$ cat config.mk
export PLATFORM = sky130hd
export DESIGN_NAME = latched_status_irq_bank
export DESIGN_NICKNAME = d
export VERILOG_FILES = /design/src/inc/status_bank_pkg.sv /design/src/latched_status_irq_bank.sv
export SDC_FILE = /design/constraint.sdc
export NUM_CORES = 1
export LEC_CHECK = 0
export BUFFER_PORTS_ARGS = -buffer_cell sky130_fd_sc_hd__buf_2
export CAP_MARGIN = 20
export CELL_PAD_IN_SITES_DETAIL_PLACEMENT = 1
export CELL_PAD_IN_SITES_GLOBAL_PLACEMENT = 1
export CORE_UTILIZATION = 43
export CTS_CLUSTER_SIZE = 10
export DETAILED_ROUTE_END_ITERATION = 12
export MAX_ROUTING_LAYER = met4
export PLACE_DENSITY_LB_ADDON = 0.3
export SYNTH_ARGS = -nofsm -noshare
export SYNTH_HDL_FRONTEND = slang
export SYNTH_SLANG_ARGS = --single-unit
$ cat constraint.sdc
create_clock -name core_clk_i -period 1.93 [get_ports core_clk_i]
set_input_delay 0.386 -clock core_clk_i [delete_from_list [all_inputs] [get_ports core_clk_i]]
set_output_delay 0.386 -clock core_clk_i [all_outputs]
set_load 0.01 [all_outputs]
$ cat src/inc/status_bank_pkg.sv
// Purpose: Shared constants and carriers for the latched status register bank.
// Assumes: One 125 MHz clock; the framer logic feeding the bank shares that clock.
// Notes: Register addresses are on the 8-bit parallel control port.
package status_bank_pkg;
   // ----------------------------------------
   // Register addresses and bank indices
   // ----------------------------------------
   localparam logic [7:0] ADDR_STATUS_ONE = 8'h20;
   localparam logic [7:0] ADDR_STATUS_TWO = 8'h21;
   localparam logic [7:0] ADDR_INFO_ONE = 8'h22;
   localparam logic [7:0] ADDR_INFO_TWO = 8'h31;
   localparam logic [7:0] ADDR_INFO_THREE = 8'h10;
   localparam logic [7:0] ADDR_IRQ_MASK_ONE = 8'h16;
   localparam logic [7:0] ADDR_IRQ_MASK_TWO = 8'h17;
   localparam int NUM_REGS = 5;
   localparam logic [2:0] IDX_STAT_ONE = 3'h0;
   localparam logic [2:0] IDX_STAT_TWO = 3'h1;
   localparam logic [2:0] IDX_INFO_ONE = 3'h2;
   localparam logic [2:0] IDX_INFO_TWO = 3'h3;
   localparam logic [2:0] IDX_INFO_THREE = 3'h4;
   localparam logic [7:0] MASK_RESET = 8'h00;
   localparam logic [7:0] READ_UNMAPPED = 8'h00;
   // ----------------------------------------
   // Field positions
   // ----------------------------------------
   localparam int ALARM_BITS = 4;
   localparam int POS_SYNC_LOSS = 0;
   localparam int POS_CARRIER_LOSS = 1;
   localparam int POS_BLUE = 3;
   localparam int POS_SEVERE = 2;
   localparam int POS_SIXTEEN_ZERO = 5;
   localparam int POS_FBIT_ERR = 0;
   localparam int POS_CARRIER_RESTORED = 6;
   // ----------------------------------------
   // Detector constants
   // ----------------------------------------
   localparam logic [4:0] ZERO_SHORT = 5'h08;
   localparam logic [4:0] ZERO_LONG = 5'h10;
   localparam int FBIT_WINDOW = 6;
   localparam int FBIT_LIMIT = 2;
   // ----------------------------------------
   // Carriers
   // ----------------------------------------
   typedef struct packed {
      logic wr;
      logic rd;
      logic [7:0] addr;
      logic [7:0] data;
   } host_req_s;
   typedef struct packed {
      logic [3:0] stat_one_event;
      logic [3:0] alarm_level;
      logic [7:0] stat_two_event;
      logic align_chg;
      logic rx_store_full;
      logic rx_store_empty;
      logic b8zs_seen;
      logic fbit_strobe;
      logic fbit_err;
      logic rx_bit_valid;
      logic rx_bit;
      logic tx_store_full;
      logic tx_store_empty;
      logic tx_slip;
      logic rx_density;
      logic tx_density;
      logic [7:0] info_three_event;
   } framer_evt_s;
endpackage

$ cat src/latched_status_irq_bank.sv
// Purpose: Latched status and receive information registers with interrupt output.
// Assumes: Host accesses are one-cycle strobes; framer events are clock-synchronous.
// Notes: Reads answer one cycle after the strobe on rdata_o.
// Functional notes
// - An event or present condition sets its bit, which stays latched until read.
// - A read clears latched bits armed by the last mask write, but alarm bits stay set while the alarm lasts.
// - A mask write refreshes readable bits written 1 and holds bits written 0.
// - Only the two status registers and the facility link status drive the interrupt.
// - Alarm bits pull the interrupt low on every change of alarm state.
// - An alarm interrupt is released by reading its bit, even if the alarm remains.
// - Event bits pull the interrupt low until the causing bit is read.
// - Info register one bit 7 flags a change of alignment after resync.
// - Bits 6 and 5 flag zero strings of at least eight and sixteen.
// - Bits 4 and 3 flag receive store full and empty slips.
// - Info register two flags carrier restored and holds it until read.
// - Info register two flags transmit store full and empty separately.
// - Info register two bits 1 and 0 flag receive and transmit density violations.
module latched_status_irq_bank (
   // Clock and reset
   input wire logic core_clk_i,
   input wire logic rst_n_i,
   // Parallel control port
   input status_bank_pkg::host_req_s host_i,
   output logic [7:0] rdata_o,
   // Framer events and facility link interrupt request
   input status_bank_pkg::framer_evt_s evt_i,
   input wire logic fdl_irq_i,
   // Interrupt
   output logic irq_n_o
);
   import status_bank_pkg::*;

   logic [7:0] latch [NUM_REGS];
   logic [7:0] copy [NUM_REGS];
   logic [7:0] armed [NUM_REGS];
   logic [7:0] set_v [NUM_REGS];
   logic [7:0] clr_v [NUM_REGS];
   logic [7:0] irq_mask_one;
   logic [7:0] irq_mask_two;
   logic [3:0] alarm_q;
   logic [3:0] alarm_chg;
   logic [3:0] alarm_fall;
   logic [3:0] alarm_pend;
   logic [4:0] zero_cnt;
   logic [FBIT_WINDOW-1:0] fbit_hist;
   logic zero8_p;
   logic zero16_p;
   logic severe_p;
   logic hit;
   logic [2:0] idx;
   logic any_src;

   // ----------------------------------------
   // Address decode
   // ----------------------------------------
   always_comb begin
      hit = 1'b1;
      idx = IDX_STAT_ONE;
      unique case (host_i.addr)
         ADDR_STATUS_ONE: idx = IDX_STAT_ONE;
         ADDR_STATUS_TWO: idx = IDX_STAT_TWO;
         ADDR_INFO_ONE: idx = IDX_INFO_ONE;
         ADDR_INFO_TWO: idx = IDX_INFO_TWO;
         ADDR_INFO_THREE: idx = IDX_INFO_THREE;
         default: hit = 1'b0;
      endcase
   end

   // ----------------------------------------
   // Event detectors
   // ----------------------------------------
   assign alarm_chg = evt_i.alarm_level ^ alarm_q;
   assign alarm_fall = alarm_q & ~evt_i.alarm_level;
   assign zero8_p = evt_i.rx_bit_valid && !evt_i.rx_bit && zero_cnt == ZERO_SHORT - 5'h01;
   assign zero16_p = evt_i.rx_bit_valid && !evt_i.rx_bit && zero_cnt == ZERO_LONG - 5'h01;
   // The window counts the newest framing bit together with the five before it.
   assign severe_p = evt_i.fbit_strobe && evt_i.fbit_err &&
      ($countones(fbit_hist[FBIT_WINDOW-2:0]) >= FBIT_LIMIT - 1);

   always_ff @(posedge core_clk_i or negedge rst_n_i) begin
      if (!rst_n_i) begin
         alarm_q <= 4'h0;
      end else begin
         alarm_q <= evt_i.alarm_level;
      end
   end

   always_ff @(posedge core_clk_i or negedge rst_n_i) begin
      if (!rst_n_i) begin
         zero_cnt <= 5'h00;
      end else if (evt_i.rx_bit_valid) begin
         // Saturates so that long strings neither wrap nor flag twice.
         if (evt_i.rx_bit) begin
            zero_cnt <= 5'h00;
         end else if (zero_cnt != ZERO_LONG) begin
            zero_cnt <= zero_cnt + 5'h01;
         end
      end
   end

   always_ff @(posedge core_clk_i or negedge rst_n_i) begin
      if (!rst_n_i) begin
         fbit_hist <= '0;
      end else if (evt_i.fbit_strobe) begin
         fbit_hist <= {fbit_hist[FBIT_WINDOW-2:0], evt_i.fbit_err};
      end
   end

   // ----------------------------------------
   // Set and clear vectors
   // ----------------------------------------
   always_comb begin
      // Alarm levels are set terms every cycle, so a read cannot clear a live alarm.
      set_v[IDX_STAT_ONE] = {evt_i.stat_one_event, evt_i.alarm_level};
      set_v[IDX_STAT_TWO] = evt_i.stat_two_event;
      set_v[IDX_INFO_ONE] = {evt_i.align_chg, zero8_p, zero16_p, evt_i.rx_store_full,
         evt_i.rx_store_empty, severe_p, evt_i.b8zs_seen,
         evt_i.fbit_strobe && evt_i.fbit_err};
      set_v[IDX_INFO_TWO] = {alarm_fall[POS_SYNC_LOSS], alarm_fall[POS_CARRIER_LOSS],
         evt_i.tx_store_full, evt_i.tx_store_empty, evt_i.tx_slip,
         alarm_fall[POS_BLUE], evt_i.rx_density, evt_i.tx_density};
      set_v[IDX_INFO_THREE] = evt_i.info_three_event;
      for (int r = 0; r < NUM_REGS; r++) begin
         clr_v[r] = (host_i.rd && hit && idx == 3'(r)) ? armed[r] : 8'h00;
      end
   end

   // ----------------------------------------
   // Latches, readable copies and write masks
   // ----------------------------------------
   always_ff @(posedge core_clk_i or negedge rst_n_i) begin
      if (!rst_n_i) begin
         for (int r = 0; r < NUM_REGS; r++) begin
            latch[r] <= 8'h00;
         end
      end else begin
         // A set in the same cycle as a read-clear wins.
         for (int r = 0; r < NUM_REGS; r++) begin
            latch[r] <= set_v[r] | (latch[r] & ~clr_v[r]);
         end
      end
   end

   always_ff @(posedge core_clk_i or negedge rst_n_i) begin
      if (!rst_n_i) begin
         for (int r = 0; r < NUM_REGS; r++) begin
            copy[r] <= 8'h00;
            armed[r] <= MASK_RESET;
         end
      end else if (host_i.wr && hit) begin
         // The host is expected to read right after this write and to write back.
         copy[idx] <= (host_i.data & latch[idx]) | (~host_i.data & copy[idx]);
         armed[idx] <= host_i.data;
      end
   end

   always_ff @(posedge core_clk_i or negedge rst_n_i) begin
      if (!rst_n_i) begin
         irq_mask_one <= MASK_RESET;
         irq_mask_two <= MASK_RESET;
      end else if (host_i.wr) begin
         if (host_i.addr == ADDR_IRQ_MASK_ONE) begin
            irq_mask_one <= host_i.data;
         end
         if (host_i.addr == ADDR_IRQ_MASK_TWO) begin
            irq_mask_two <= host_i.data;
         end
      end
   end

   always_ff @(posedge core_clk_i or negedge rst_n_i) begin
      if (!rst_n_i) begin
         rdata_o <= READ_UNMAPPED;
      end else if (host_i.rd) begin
         if (hit) begin
            rdata_o <= copy[idx];
         end else if (host_i.addr == ADDR_IRQ_MASK_ONE) begin
            rdata_o <= irq_mask_one;
         end else if (host_i.addr == ADDR_IRQ_MASK_TWO) begin
            rdata_o <= irq_mask_two;
         end else begin
            rdata_o <= READ_UNMAPPED;
         end
      end
   end

   // ----------------------------------------
   // Interrupt
   // ----------------------------------------
   always_ff @(posedge core_clk_i or negedge rst_n_i) begin
      if (!rst_n_i) begin
         alarm_pend <= 4'h0;
      end else begin
         alarm_pend <= alarm_chg |
            (alarm_pend & ~clr_v[IDX_STAT_ONE][ALARM_BITS-1:0]);
      end
   end

   // Information registers never reach the interrupt; live alarm levels do not either.
   assign any_src = |(latch[IDX_STAT_ONE][7:ALARM_BITS] & irq_mask_one[7:ALARM_BITS]) |
      |(alarm_pend & irq_mask_one[ALARM_BITS-1:0]) |
      |(latch[IDX_STAT_TWO] & irq_mask_two) | fdl_irq_i;

   always_ff @(posedge core_clk_i or negedge rst_n_i) begin
      if (!rst_n_i) begin
         irq_n_o <= 1'b1;
      end else begin
         irq_n_o <= !any_src;
      end
   end

   // ----------------------------------------
   // Assertions
   // ----------------------------------------
   AST_SET_LATCHES: assert property (@(posedge core_clk_i) disable iff (!rst_n_i)
      set_v[IDX_INFO_ONE] != 8'h00 |=> (latch[IDX_INFO_ONE] & $past(set_v[IDX_INFO_ONE]))
         == $past(set_v[IDX_INFO_ONE]))
      else $error("Info register one lost a set event.");

   AST_READ_CLEARS: assert property (@(posedge core_clk_i) disable iff (!rst_n_i)
      host_i.rd && host_i.addr == ADDR_INFO_TWO && set_v[IDX_INFO_TWO] == 8'h00
      |=> (latch[IDX_INFO_TWO] & $past(armed[IDX_INFO_TWO])) == 8'h00)
      else $error("Read did not clear armed bits.");

   AST_ALARM_STAYS: assert property (@(posedge core_clk_i) disable iff (!rst_n_i)
      evt_i.alarm_level[POS_SYNC_LOSS] |=> latch[IDX_STAT_ONE][POS_SYNC_LOSS])
      else $error("Live alarm bit was cleared.");

   AST_MASK_COPY: assert property (@(posedge core_clk_i) disable iff (!rst_n_i)
      host_i.wr && host_i.addr == ADDR_STATUS_TWO |=> copy[IDX_STAT_TWO] ==
         (($past(host_i.data) & $past(latch[IDX_STAT_TWO])) |
          (~$past(host_i.data) & $past(copy[IDX_STAT_TWO]))))
      else $error("Mask write produced a wrong readable copy.");

   AST_ALARM_IRQ: assert property (@(posedge core_clk_i) disable iff (!rst_n_i)
      alarm_chg[POS_CARRIER_LOSS] && irq_mask_one[POS_CARRIER_LOSS] &&
      !(host_i.wr && host_i.addr == ADDR_IRQ_MASK_ONE) ##1 1'b1 |=> !irq_n_o)
      else $error("Alarm change did not pull the interrupt low.");

   AST_ALARM_RELEASE: assert property (@(posedge core_clk_i) disable iff (!rst_n_i)
      host_i.rd && host_i.addr == ADDR_STATUS_ONE && alarm_chg == 4'h0
      |=> (alarm_pend & $past(armed[IDX_STAT_ONE][ALARM_BITS-1:0])) == 4'h0)
      else $error("Alarm interrupt not released by read.");

   AST_EVENT_IRQ: assert property (@(posedge core_clk_i) disable iff (!rst_n_i)
      (latch[IDX_STAT_TWO] & irq_mask_two) != 8'h00 |=> !irq_n_o)
      else $error("Unmasked event did not assert the interrupt.");

   AST_IRQ_SOURCES: assert property (@(posedge core_clk_i) disable iff (!rst_n_i)
      !irq_n_o |-> $past(any_src))
      else $error("Interrupt asserted with no unmasked source.");

   AST_ZERO16: assert property (@(posedge core_clk_i) disable iff (!rst_n_i)
      evt_i.rx_bit_valid && !evt_i.rx_bit && zero_cnt == ZERO_LONG - 5'h01
      |=> latch[IDX_INFO_ONE][POS_SIXTEEN_ZERO])
      else $error("Sixteen zero string not flagged.");

   AST_SEVERE: assert property (@(posedge core_clk_i) disable iff (!rst_n_i)
      evt_i.fbit_strobe && evt_i.fbit_err && fbit_hist[0] |=> latch[IDX_INFO_ONE][POS_SEVERE])
      else $error("Two errored framing bits not flagged.");

   AST_CARRIER_BACK: assert property (@(posedge core_clk_i) disable iff (!rst_n_i)
      alarm_q[POS_CARRIER_LOSS] && !evt_i.alarm_level[POS_CARRIER_LOSS]
      |=> latch[IDX_INFO_TWO][POS_CARRIER_RESTORED])
      else $error("Carrier restore not flagged.");

   AST_FBIT_ERR: assert property (@(posedge core_clk_i) disable iff (!rst_n_i)
      evt_i.fbit_strobe && evt_i.fbit_err |=> latch[IDX_INFO_ONE][POS_FBIT_ERR])
      else $error("Framing bit error not flagged.");
endmodule

## Word level (Yosys, flattened, before mapping)

Cells that the tools add are included.

- Word-level logic and storage cells: 123
- Register bits after elaboration: 163
- Input bits: 58
- Output and inout port bits: 9

- $lt $le $gt $ge: 3
- Equality and inequality tests: 14
- Add/sub/neg operators: 5
- Multiplexer cells: 22
- Reduce and logical (&&, ||, !) cells: 24
- Bitwise gates (word level): 32

Operators by type and width:

| operator | count |
|---|---|
| two-way mux 8 bit | 13 |
| bitwise mux 40 bit | 2 |
| bitwise AND 8 bit | 8 |
| binary-select mux 8 bit (select 3 bit) | 2 |
| NOT 8 bit | 6 |
| bitwise OR 8 bit | 6 |
| == test 8 x 6 -> 1 bit (second input constant) | 4 |
| demux 8 bit (select 3 bit) | 1 |
| == test 8 x 5 -> 1 bit (second input constant) | 3 |
| bitwise AND 4 bit | 4 |
| logical AND 1 bit | 13 |
| one-hot mux 3 bit (4 select lines) | 1 |
| two-way mux 5 bit | 2 |
| NOT 4 bit | 2 |
| OR reduction 4 bit | 2 |
| OR reduction 8 bit | 1 |
| == test 3 x 2 -> 1 bit (second input constant) | 2 |
| AND reduction 2 bit | 3 |
| adder 5 x 1 -> 5 bit (second input constant) | 1 |
| == test 5 x 3 -> 1 bit (second input constant) | 1 |
| == test 5 x 4 -> 1 bit (second input constant) | 1 |
| != test 5 bit (second input constant) | 1 |
| OR reduction 5 bit | 1 |
| adder 1 x 1 -> 2 bit | 2 |
| 15 further kinds | 18 |

## Longest topological paths before layout

Gate-level depths: netlist of the first run.

- Depth in word-level cells: 9
- Depth in mapped cells: 9
- Mapped depth without buffers: 7

## Worst setup path after synthesis of the first run

OpenSTA, ideal clock, no wires.

- Path type: input -> register
- Start point: input port host_i[13] in the netlist's numbering
- End point: register irq_mask_one[0]
- Stages: 6
- Data arrival time: 2.025 ns
- Path buffers: 1
- Setup time: 0.125 ns
- Data required time: 1.805 ns
- Path slack: -0.219 ns
- Cell sequence: buf_2 > or4b_1 > nor3_1 > nand2_1 > nor2_2 > mux2_2

- Longest elaborated chain between the ends: 2

RTL lines:

| what | line | text |
|---|---|---|
| start: declaration | latched_status_irq_bank.sv:23 | `input status_bank_pkg::host_req_s host_i,` |
| == test 8 x 5 -> 1 bit | latched_status_irq_bank.sv:162 | `if (host_i.addr == ADDR_IRQ_MASK_ONE) begin` |
| AND reduction 2 bit (no line) | - |  |
| end signal: assignment | latched_status_irq_bank.sv:163 | `irq_mask_one <= host_i.data;` |
| end: declaration | latched_status_irq_bank.sv:38 | `logic [7:0] irq_mask_one;` |

No other way between the ends.
A chain may end at the register's enable or synchronous reset.

## Worst setup path after layout of the first run

- Start point: input port host_i[11] in the netlist's numbering
- End point: register copy[4] in the netlist's numbering

- Longest elaborated chain between the ends: 9
- Elaborated cells between the ends (all ways): 25
- Those cells by class: 2 x order compare; 5 x eq/ne; 11 x mux; 4 x bitwise; 3 x reduce/logical

RTL lines:

| what | line | text |
|---|---|---|
| == test 8 x 5 -> 1 bit / == test 8 x 6 -> 1 bit (equally long branches) | latched_status_irq_bank.sv:59 | `unique case (host_i.addr)` |
| one-hot mux 3 bit (4 select lines) | latched_status_irq_bank.sv:59 |  |
| NOT 3 -> 4 bit | latched_status_irq_bank.sv:152 | `copy[idx] <= (host_i.data & latch[idx]) \| (~host_i.data & copy[idx]);` |
| binary-select mux 8 bit (select 3 bit) | latched_status_irq_bank.sv:152 |  |
| two-way mux 8 bit (implied by the code) (2 in series) | latched_status_irq_bank.sv:152 |  |
| bitwise AND 8 bit | latched_status_irq_bank.sv:152 |  |
| bitwise OR 8 bit | latched_status_irq_bank.sv:152 |  |
| bitwise mux 40 bit | latched_status_irq_bank.sv:152 |  |
| end signal: indexed assignment | latched_status_irq_bank.sv:152 |  |
| end: declaration | latched_status_irq_bank.sv:34 | `logic [7:0] copy [NUM_REGS];` |

Several ways; a longest one is shown, not always the timed one. The select of a mux whose other input is x is not followed.

==> run_results.csv, run 1 <==
group,metric,value,unit
clock_network,clk-insertion-delay-late,0.44,ns
floorplanning,coreArea,17500,µm²
timing,slew_violations,0,
timing,tightestPinTransition,0.689,ns
logic_synthesis,netlist.area_leader.share,0.520,
pwr,power,8.87,mW
finish,num-fill-cells,1806,
routing,routedWlPerCell,26.4,µm
logic_synthesis,syn_inst,701,
run,cap_viol_max_count,0,
placement,dp.cells,1032,
finish,antennaDiodeCount,0,
finish,utilization,0.596,
finish,synthToLayoutAreaGrowth,33.7,%
global_route,overflow,0,
routing,via_per_inst,6.08,
routing,vias,6581,
timing,min_period,1.98,ns
timing,setup_viol,32,
status,violations,"setup timing",
routing,drc,0,
status,status,"finished with violations",
global_route,grt_pass1_wl,40.9,mm
logic_synthesis,yosysMostFrequentCell,"dfrtp_1",
timing,tns,-0.861,ns
worst_setup_path,crit_arrival,2.34,ns
global_route,track_usage,0.311,
finish,drive_gt1_frac,0.380,
timing,setup_slack,-0.0506,ns
routing,ant_nets,0,
finish,finalNonFillerCells,1083,
global_route,grt_pass1_vias,7039,
timing,hold_viol,0,
floorplanning,initial_core_util,0.446,
worst_setup_path,start_kind,"primary input",
worst_setup_path,cp-end-kind,"flop",
placement,dp_hpwl,18.3,mm
clock_network,numCtsBuffers,17,
timing,max_clock_freq,505,MHz
hold_path,hp-class,"in -> reg",
placement,numPortBuffers,66,
logic_synthesis,yosys_most_used_dff,"dfrtp_1",
clock_network,cts_buffer_depth,2,
logic_synthesis,synthTopCellsByCount,"dfrtp_1 (162), nand2_1 (99), o21ai_0 (51)",
pwr,peakVddDrop,0.745,mV
logic_synthesis,syn-num-nets,769,
clock_network,h-tree-depth,4,
finish,fin_nets,913,
routing,firstDrtPassIters,5,
logic_synthesis,synth-edff-count,0,
worst_setup_path,r2r_slack,-0.03,ns
worst_setup_path,critPathKind,"in -> reg",
logic_synthesis,synth_cell_types,61,
placement,place_congestion,0.891,
floorplanning,fp.dieH,137,µm
global_route,grt_max_degree,61,
logic_synthesis,yosys_warnings,0,
logic_synthesis,ys_top_cells_by_area,"dfrtp_1 (52%), mux2_2 (6.8%), nand2_1 (4.8%)",
clock_network,cts_sinks,163,
logic_synthesis,yosysSeqAreaShare,0.524,
timing,max-slew-margin-rel,0.541,
logic_synthesis,netlist_area,7790,µm²
floorplanning,io_pins,67,
pwr,p_leak,4.69,nW
routing,drt_iter0_drc,466,
logic_synthesis,yosysTopAreaCell,"dfrtp_1",
routing,finalWirelength,28.6,mm
worst_setup_path,critPathMaxFanout,8,
timing,fin_worst_skew,0.00910,ns
floorplanning,fp.dieArea,18700,µm²
worst_setup_path,required,2.29,ns
pwr,p_per_area,852,nW/µm²
floorplanning,fp-row-count,48,
clock_network,root_buffer,"clkbuf_16",
global_route,antenna_found_initial,0,
clock_network,cts_tree,"yes",
clock_network,path_clk_slew,0.07,ns
timing,min_period_over_period,1.03,
logic_synthesis,syn_avg_cell_area,11.1,µm²
timing,rsz0062_at_grt,"true",
floorplanning,die_w,137,µm
logic_synthesis,async_reset_ff_frac,1.00,
logic_synthesis,ys_seq_elements,163,
## worst max-delay path, cell delays in order
cell      delay, ns
buf_2          0.13
or4_4          0.66
buf_6          0.18
a211oi_1       0.34
a2111o_1       0.23
o31ai_4        0.10
buf_4          0.16
o21ai_1        0.15
## flip-flops by register name (all words and copies together), names as in the netlist
register,count
armed,40
copy,40
latch,40
irq_mask_one,8
irq_mask_two,8
rdata_o,8
fbit_hist,5
zero_cnt,5
alarm_pend,4
alarm_q,4
irq_n_o,1
## where the power goes
part / internal, mW / switching, mW
Combinational: 0.455 / 0.589
Sequential: 3.57 / 0.125
Clock: 2.62 / 1.52
## per-layer routing
metal | global-route usage | wire, µm | vias to the layer above
met1 | 0.368 | 11600 | 3448
met2 | 0.512 | 14600 | 241
met4 | 0.134 | 1040 | 0
met3 | 0.0630 | 1490 | 73
met5 | - | 0 | -
li1 | - | - | 2819
## worst paths after layout
path | startpoint | endpoint | cells past startpoint
min in group asynchronous | rst_n_i | copy[12] | 2
worst max register to register | fbit_hist[1] | latch[18] | 8
worst min register to register | irq_mask_two[7] | irq_n_o | 1
worst min-delay path | evt_i[32] | alarm_q[3] | 1
max in group asynchronous | rst_n_i | copy[3] | 3
worst max-delay path | host_i[11] | copy[4] | 8
## placed cells by master, fill, tap and decap left out, types with 7 or more instances in the layout
| cell type | synthesis | final |
|---|---|---|
| and4b_1 | 7 | 7 |
| mux2_4 | 0 | 16 |
| clkbuf_16 | 0 | 19 |
| o31ai_2 | 1 | 7 |
| inv_1 | 35 | 31 |
| buf_4 | 0 | 81 |
| mux2_2 | 47 | 33 |
| buf_2 | 15 | 64 |
| nor4bb_1 | 9 | 9 |
| a21o_1 | 39 | 39 |
| nand2_1 | 99 | 94 |
| o221ai_1 | 9 | 8 |
| a211oi_2 | 0 | 7 |
| dfrtp_1 | 162 | 162 |
| bufinv_16 | 0 | 7 |
| buf_6 | 1 | 8 |
| o21ai_0 | 51 | 45 |
| nand4b_1 | 7 | 7 |
| and3_1 | 10 | 9 |
| nand3b_1 | 17 | 17 |
| mux2i_1 | 9 | 9 |
| a2111oi_4 | 4 | 9 |
| nand2b_1 | 9 | 9 |
| buf_12 | 0 | 13 |
## per-stage QoR
step | hold WS (ns) | worst slack [ns] | instance area, µm²
4_1_cts | 0.0718 | -0.0721 | 9990
3_3_place_gp | 0.407 | -0.743 | 9130
2_1_floorplan | 0.0904 | -0.181 | 7960
5_1_grt | 0.0709 | -0.0975 | 10400
3_5_place_dp | 0.407 | -0.823 | 9130
6_report | 0.0792 | -0.0506 | 10400
## cell families after synthesis
group | Yosys count | share of synthesized area
AND/OR/NAND/NOR | 206 | 0.154
AO/OA/AOI/OAI | 183 | 0.179
flip-flops | 163 | 0.524
buffers and inverters | 80 | 0.0419
multiplexers | 58 | 0.0824
adder cells (fa/ha/maj) | 10 | 0.0180
XOR/XNOR | 1 | 0.00112
## layout make-up
cell class | instances | area, µm² | area share
flip-flops and latches | 163 | 4080 | 0.392
inverters | 35 | 134 | 0.0129
multi-input cells | 459 | 3870 | 0.371
clock inverters | 14 | 273 | 0.0262
clock buffers | 18 | 439 | 0.0422
well taps | 225 | 282 | 0.0270
repair buffers | 169 | 1340 | 0.129
## what timing repair did
action | CTS | global route
hold buffers | 1 | 0
gates resized for setup | 23 | 54
endpoints found under the hold margin | 52 | 0
pin swaps | 7 | 22
endpoints found under the setup margin | 43 | 59
buffers inserted | 3 | 14
cloned | 0 | 4
(Power assumes the default switching activity.)
==> run 2, diff against run 1 <==
==> constraint.sdc (replaced) <==
create_clock -name core_clk_i -period 1.93 [get_ports core_clk_i]
set_input_delay 0.579 -clock core_clk_i [delete_from_list [all_inputs] [get_ports core_clk_i]]
set_output_delay 0.579 -clock core_clk_i [all_outputs]
set_load 0.01 [all_outputs]
==> run 2 against run 1 <==
Net effect: the flow still finishes with violations (setup timing); combinational power up 9.6%; power fell by 6.0%; global-route usage increased by 2.2 points; hold slack got worse by 0.037 ns; setup slack lost 0.096 ns; critical path type is now reg -> reg; critical endpoint is now copy[15]; largest cell class is now multi-input gates; largest power group is now registers; highest routed layer unchanged.
==> run_results.csv, run 2 (synthesized netlist as in run 1, its figures left out) <==
group,metric,value,unit
routing,routedWlPerCell,28.6,µm
worst_setup_path,cp-end-kind,"flop",
finish,largestRegisters,"armed (40), copy (40), latch (40)",
clock_network,numCtsBuffers,17,
worst_setup_path,rr_startpoint,"copy[15]",
worst_setup_path,critPathKind,"reg -> reg",
timing,tns,-3.70,ns
worst_setup_path,worst-r2r-cell-count,5,
placement,place_area,9250,µm²
placement,place_congestion,0.901,
routing,vias,6985,
floorplanning,fp-row-count,48,
floorplanning,coreArea,17500,µm²
worst_setup_path,critPathMaxFanout,5,
global_route,grt_max_degree,48,
floorplanning,io_pins,67,
floorplanning,die_w,137,µm
routing,ant_nets,0,
timing,hold_viol,0,
worst_setup_path,crit_path_cell_trace,"and4b_1 -> o211a_1 -> a2111oi_4 -> a21oi_4 -> mux2_4",
worst_setup_path,crit_family,"compound AO/OA/AOI/OAI gates",
pwr,peakVddDrop,0.676,mV
floorplanning,fp.dieArea,18700,µm²
global_route,overflow,0,
worst_setup_path,slowest_delay,0.50,ns
routing,finalWirelength,31.4,mm
routing,drc,0,
finish,final_common_cell,"dfrtp_1",
routing,drt_iter0_drc,668,
global_route,track_usage,0.333,
finish,drive_gt1_frac,0.425,
worst_setup_path,crit_slowest_cell,"dfrtp_1",
floorplanning,fp.dieH,137,µm
placement,numPortBuffers,66,
worst_setup_path,r2r-end,"copy[15]",
finish,synthToLayoutAreaGrowth,38.4,%
worst_setup_path,crit_arrival,2.42,ns
clock_network,cts_tree,"yes",
timing,max_clock_freq,481,MHz
finish,antennaDiodeCount,0,
timing,rsz0062_at_grt,"true",
worst_setup_path,crit_buf_inv,0,
status,violations,"setup timing",
worst_setup_path,required,2.27,ns
hold_path,hp-class,"in -> async",
worst_setup_path,cp.depth,5,
global_route,grt_pass1_vias,7259,
timing,min_period_over_period,1.08,
floorplanning,initial_core_util,0.446,
run,cap_viol_max_count,0,
finish,final_area,10800,µm²
timing,max-slew-margin-rel,0.686,
global_route,grt_pass1_wl,43.3,mm
timing,setup_viol,58,
finish,fin_nets,927,
worst_setup_path,r2r_slack,-0.15,ns
timing,tightestPinTransition,0.459,ns
pwr,p_leak,4.80,nW
placement,dp_hpwl,18.5,mm
timing,fin_worst_skew,0.0184,ns
clock_network,root_buffer,"clkbuf_16",
routing,via_per_inst,6.37,
clock_network,h-tree-depth,4,
clock_network,cts_sinks,163,
routing,firstDrtPassIters,7,
worst_setup_path,start_kind,"flop",
clock_network,cts_buffer_depth,2,
pwr,p_per_area,774,nW/µm²
timing,min_period,2.08,ns
pwr,power,8.34,mW
timing,setup_slack,-0.147,ns
global_route,antenna_found_initial,0,
finish,final_cell_mix,"dfrtp_1 (162), nand2_1 (78), buf_4 (76), buf_2 (57), a21o_1 (39)",
clock_network,postCtsHoldBufs,0,
status,status,"finished with violations",
timing,slew_violations,0,
clock_network,clk-insertion-delay-late,0.46,ns
clock_network,path_clk_slew,0.08,ns
-- run 2: changes by cell type in the layout (fill, tap and decap cells not counted), sizes merged --
cell         before  now
buf             166  180
clkinv            3    5
bufinv            7    2
nand3             9   10
dlygate4sd3       1    0
or4               2    4
-- run 2: worst max-delay path by stage --
stage	from	end	slack (ns)
global placement	host_i[11]	copy[33]	-0.74
global route	host_i[9]	copy[27]	-0.19
detailed placement	host_i[11]	copy[25]	-0.76
finish	copy[15]	copy[15]	-0.15
floorplan	host_i[11]	copy[10]	-0.37
CTS	fbit_hist[3]	latch[18]	-0.12
-- run 2: area by class of cell --
| class | count | area (µm²) |
|---|---|---|
| Timing Repair Buffer | 180 | 1560 |
| Fill cell | 1775 | 6700 |
| Clock buffer | 20 | 447 |
| Tap cell | 225 | 282 |
| Inverter | 35 | 131 |
| Multi-Input combinational cell | 462 | 4150 |
| Clock inverter | 11 | 129 |
| Sequential cell | 163 | 4080 |
-- run 2: repair_timing --
action                     CTS  global route
setup endpoints to repair  104            84
setup buffers               14            14
resized for setup           87            69
cloned                       4             0
pin swaps                   37            45
-- run 2: routing by layer --
| metal | track usage | up-vias | wire, µm |
|---|---|---|---|
| li1 | - | 2864 | - |
| met1 | 0.388 | 3609 | 12200 |
| met2 | 0.542 | 379 | 15400 |
| met3 | 0.0700 | 133 | 2130 |
| met4 | 0.173 | 0 | 1690 |
| met5 | - | - | 0 |
-- run 2: report_power, final --
part | switching [mW] | leakage, nW | total (mW) | internal, mW
clock network | 1.55 | 0.283 | 3.50 | 1.95
logic | 0.631 | 2.50 | 1.14 | 0.505
registers | 0.136 | 2.02 | 3.71 | 3.57
total | 2.32 | 4.80 | 8.34 | 6.03
-- run 2: per-stage QoR --
step / utilization / hold slack, ns / std cells / setup slack [ns]
after floorplan: - / 0.283 / 701 / -0.374
after global placement: 0.529 / 0.461 / 1038 / -0.741
after detailed placement: 0.529 / 0.470 / 1038 / -0.763
after CTS: 0.592 / 0.0524 / 1085 / -0.116
after global routing: 0.617 / 0.0563 / 1096 / -0.193
final: 0.617 / 0.0419 / 1096 / -0.147
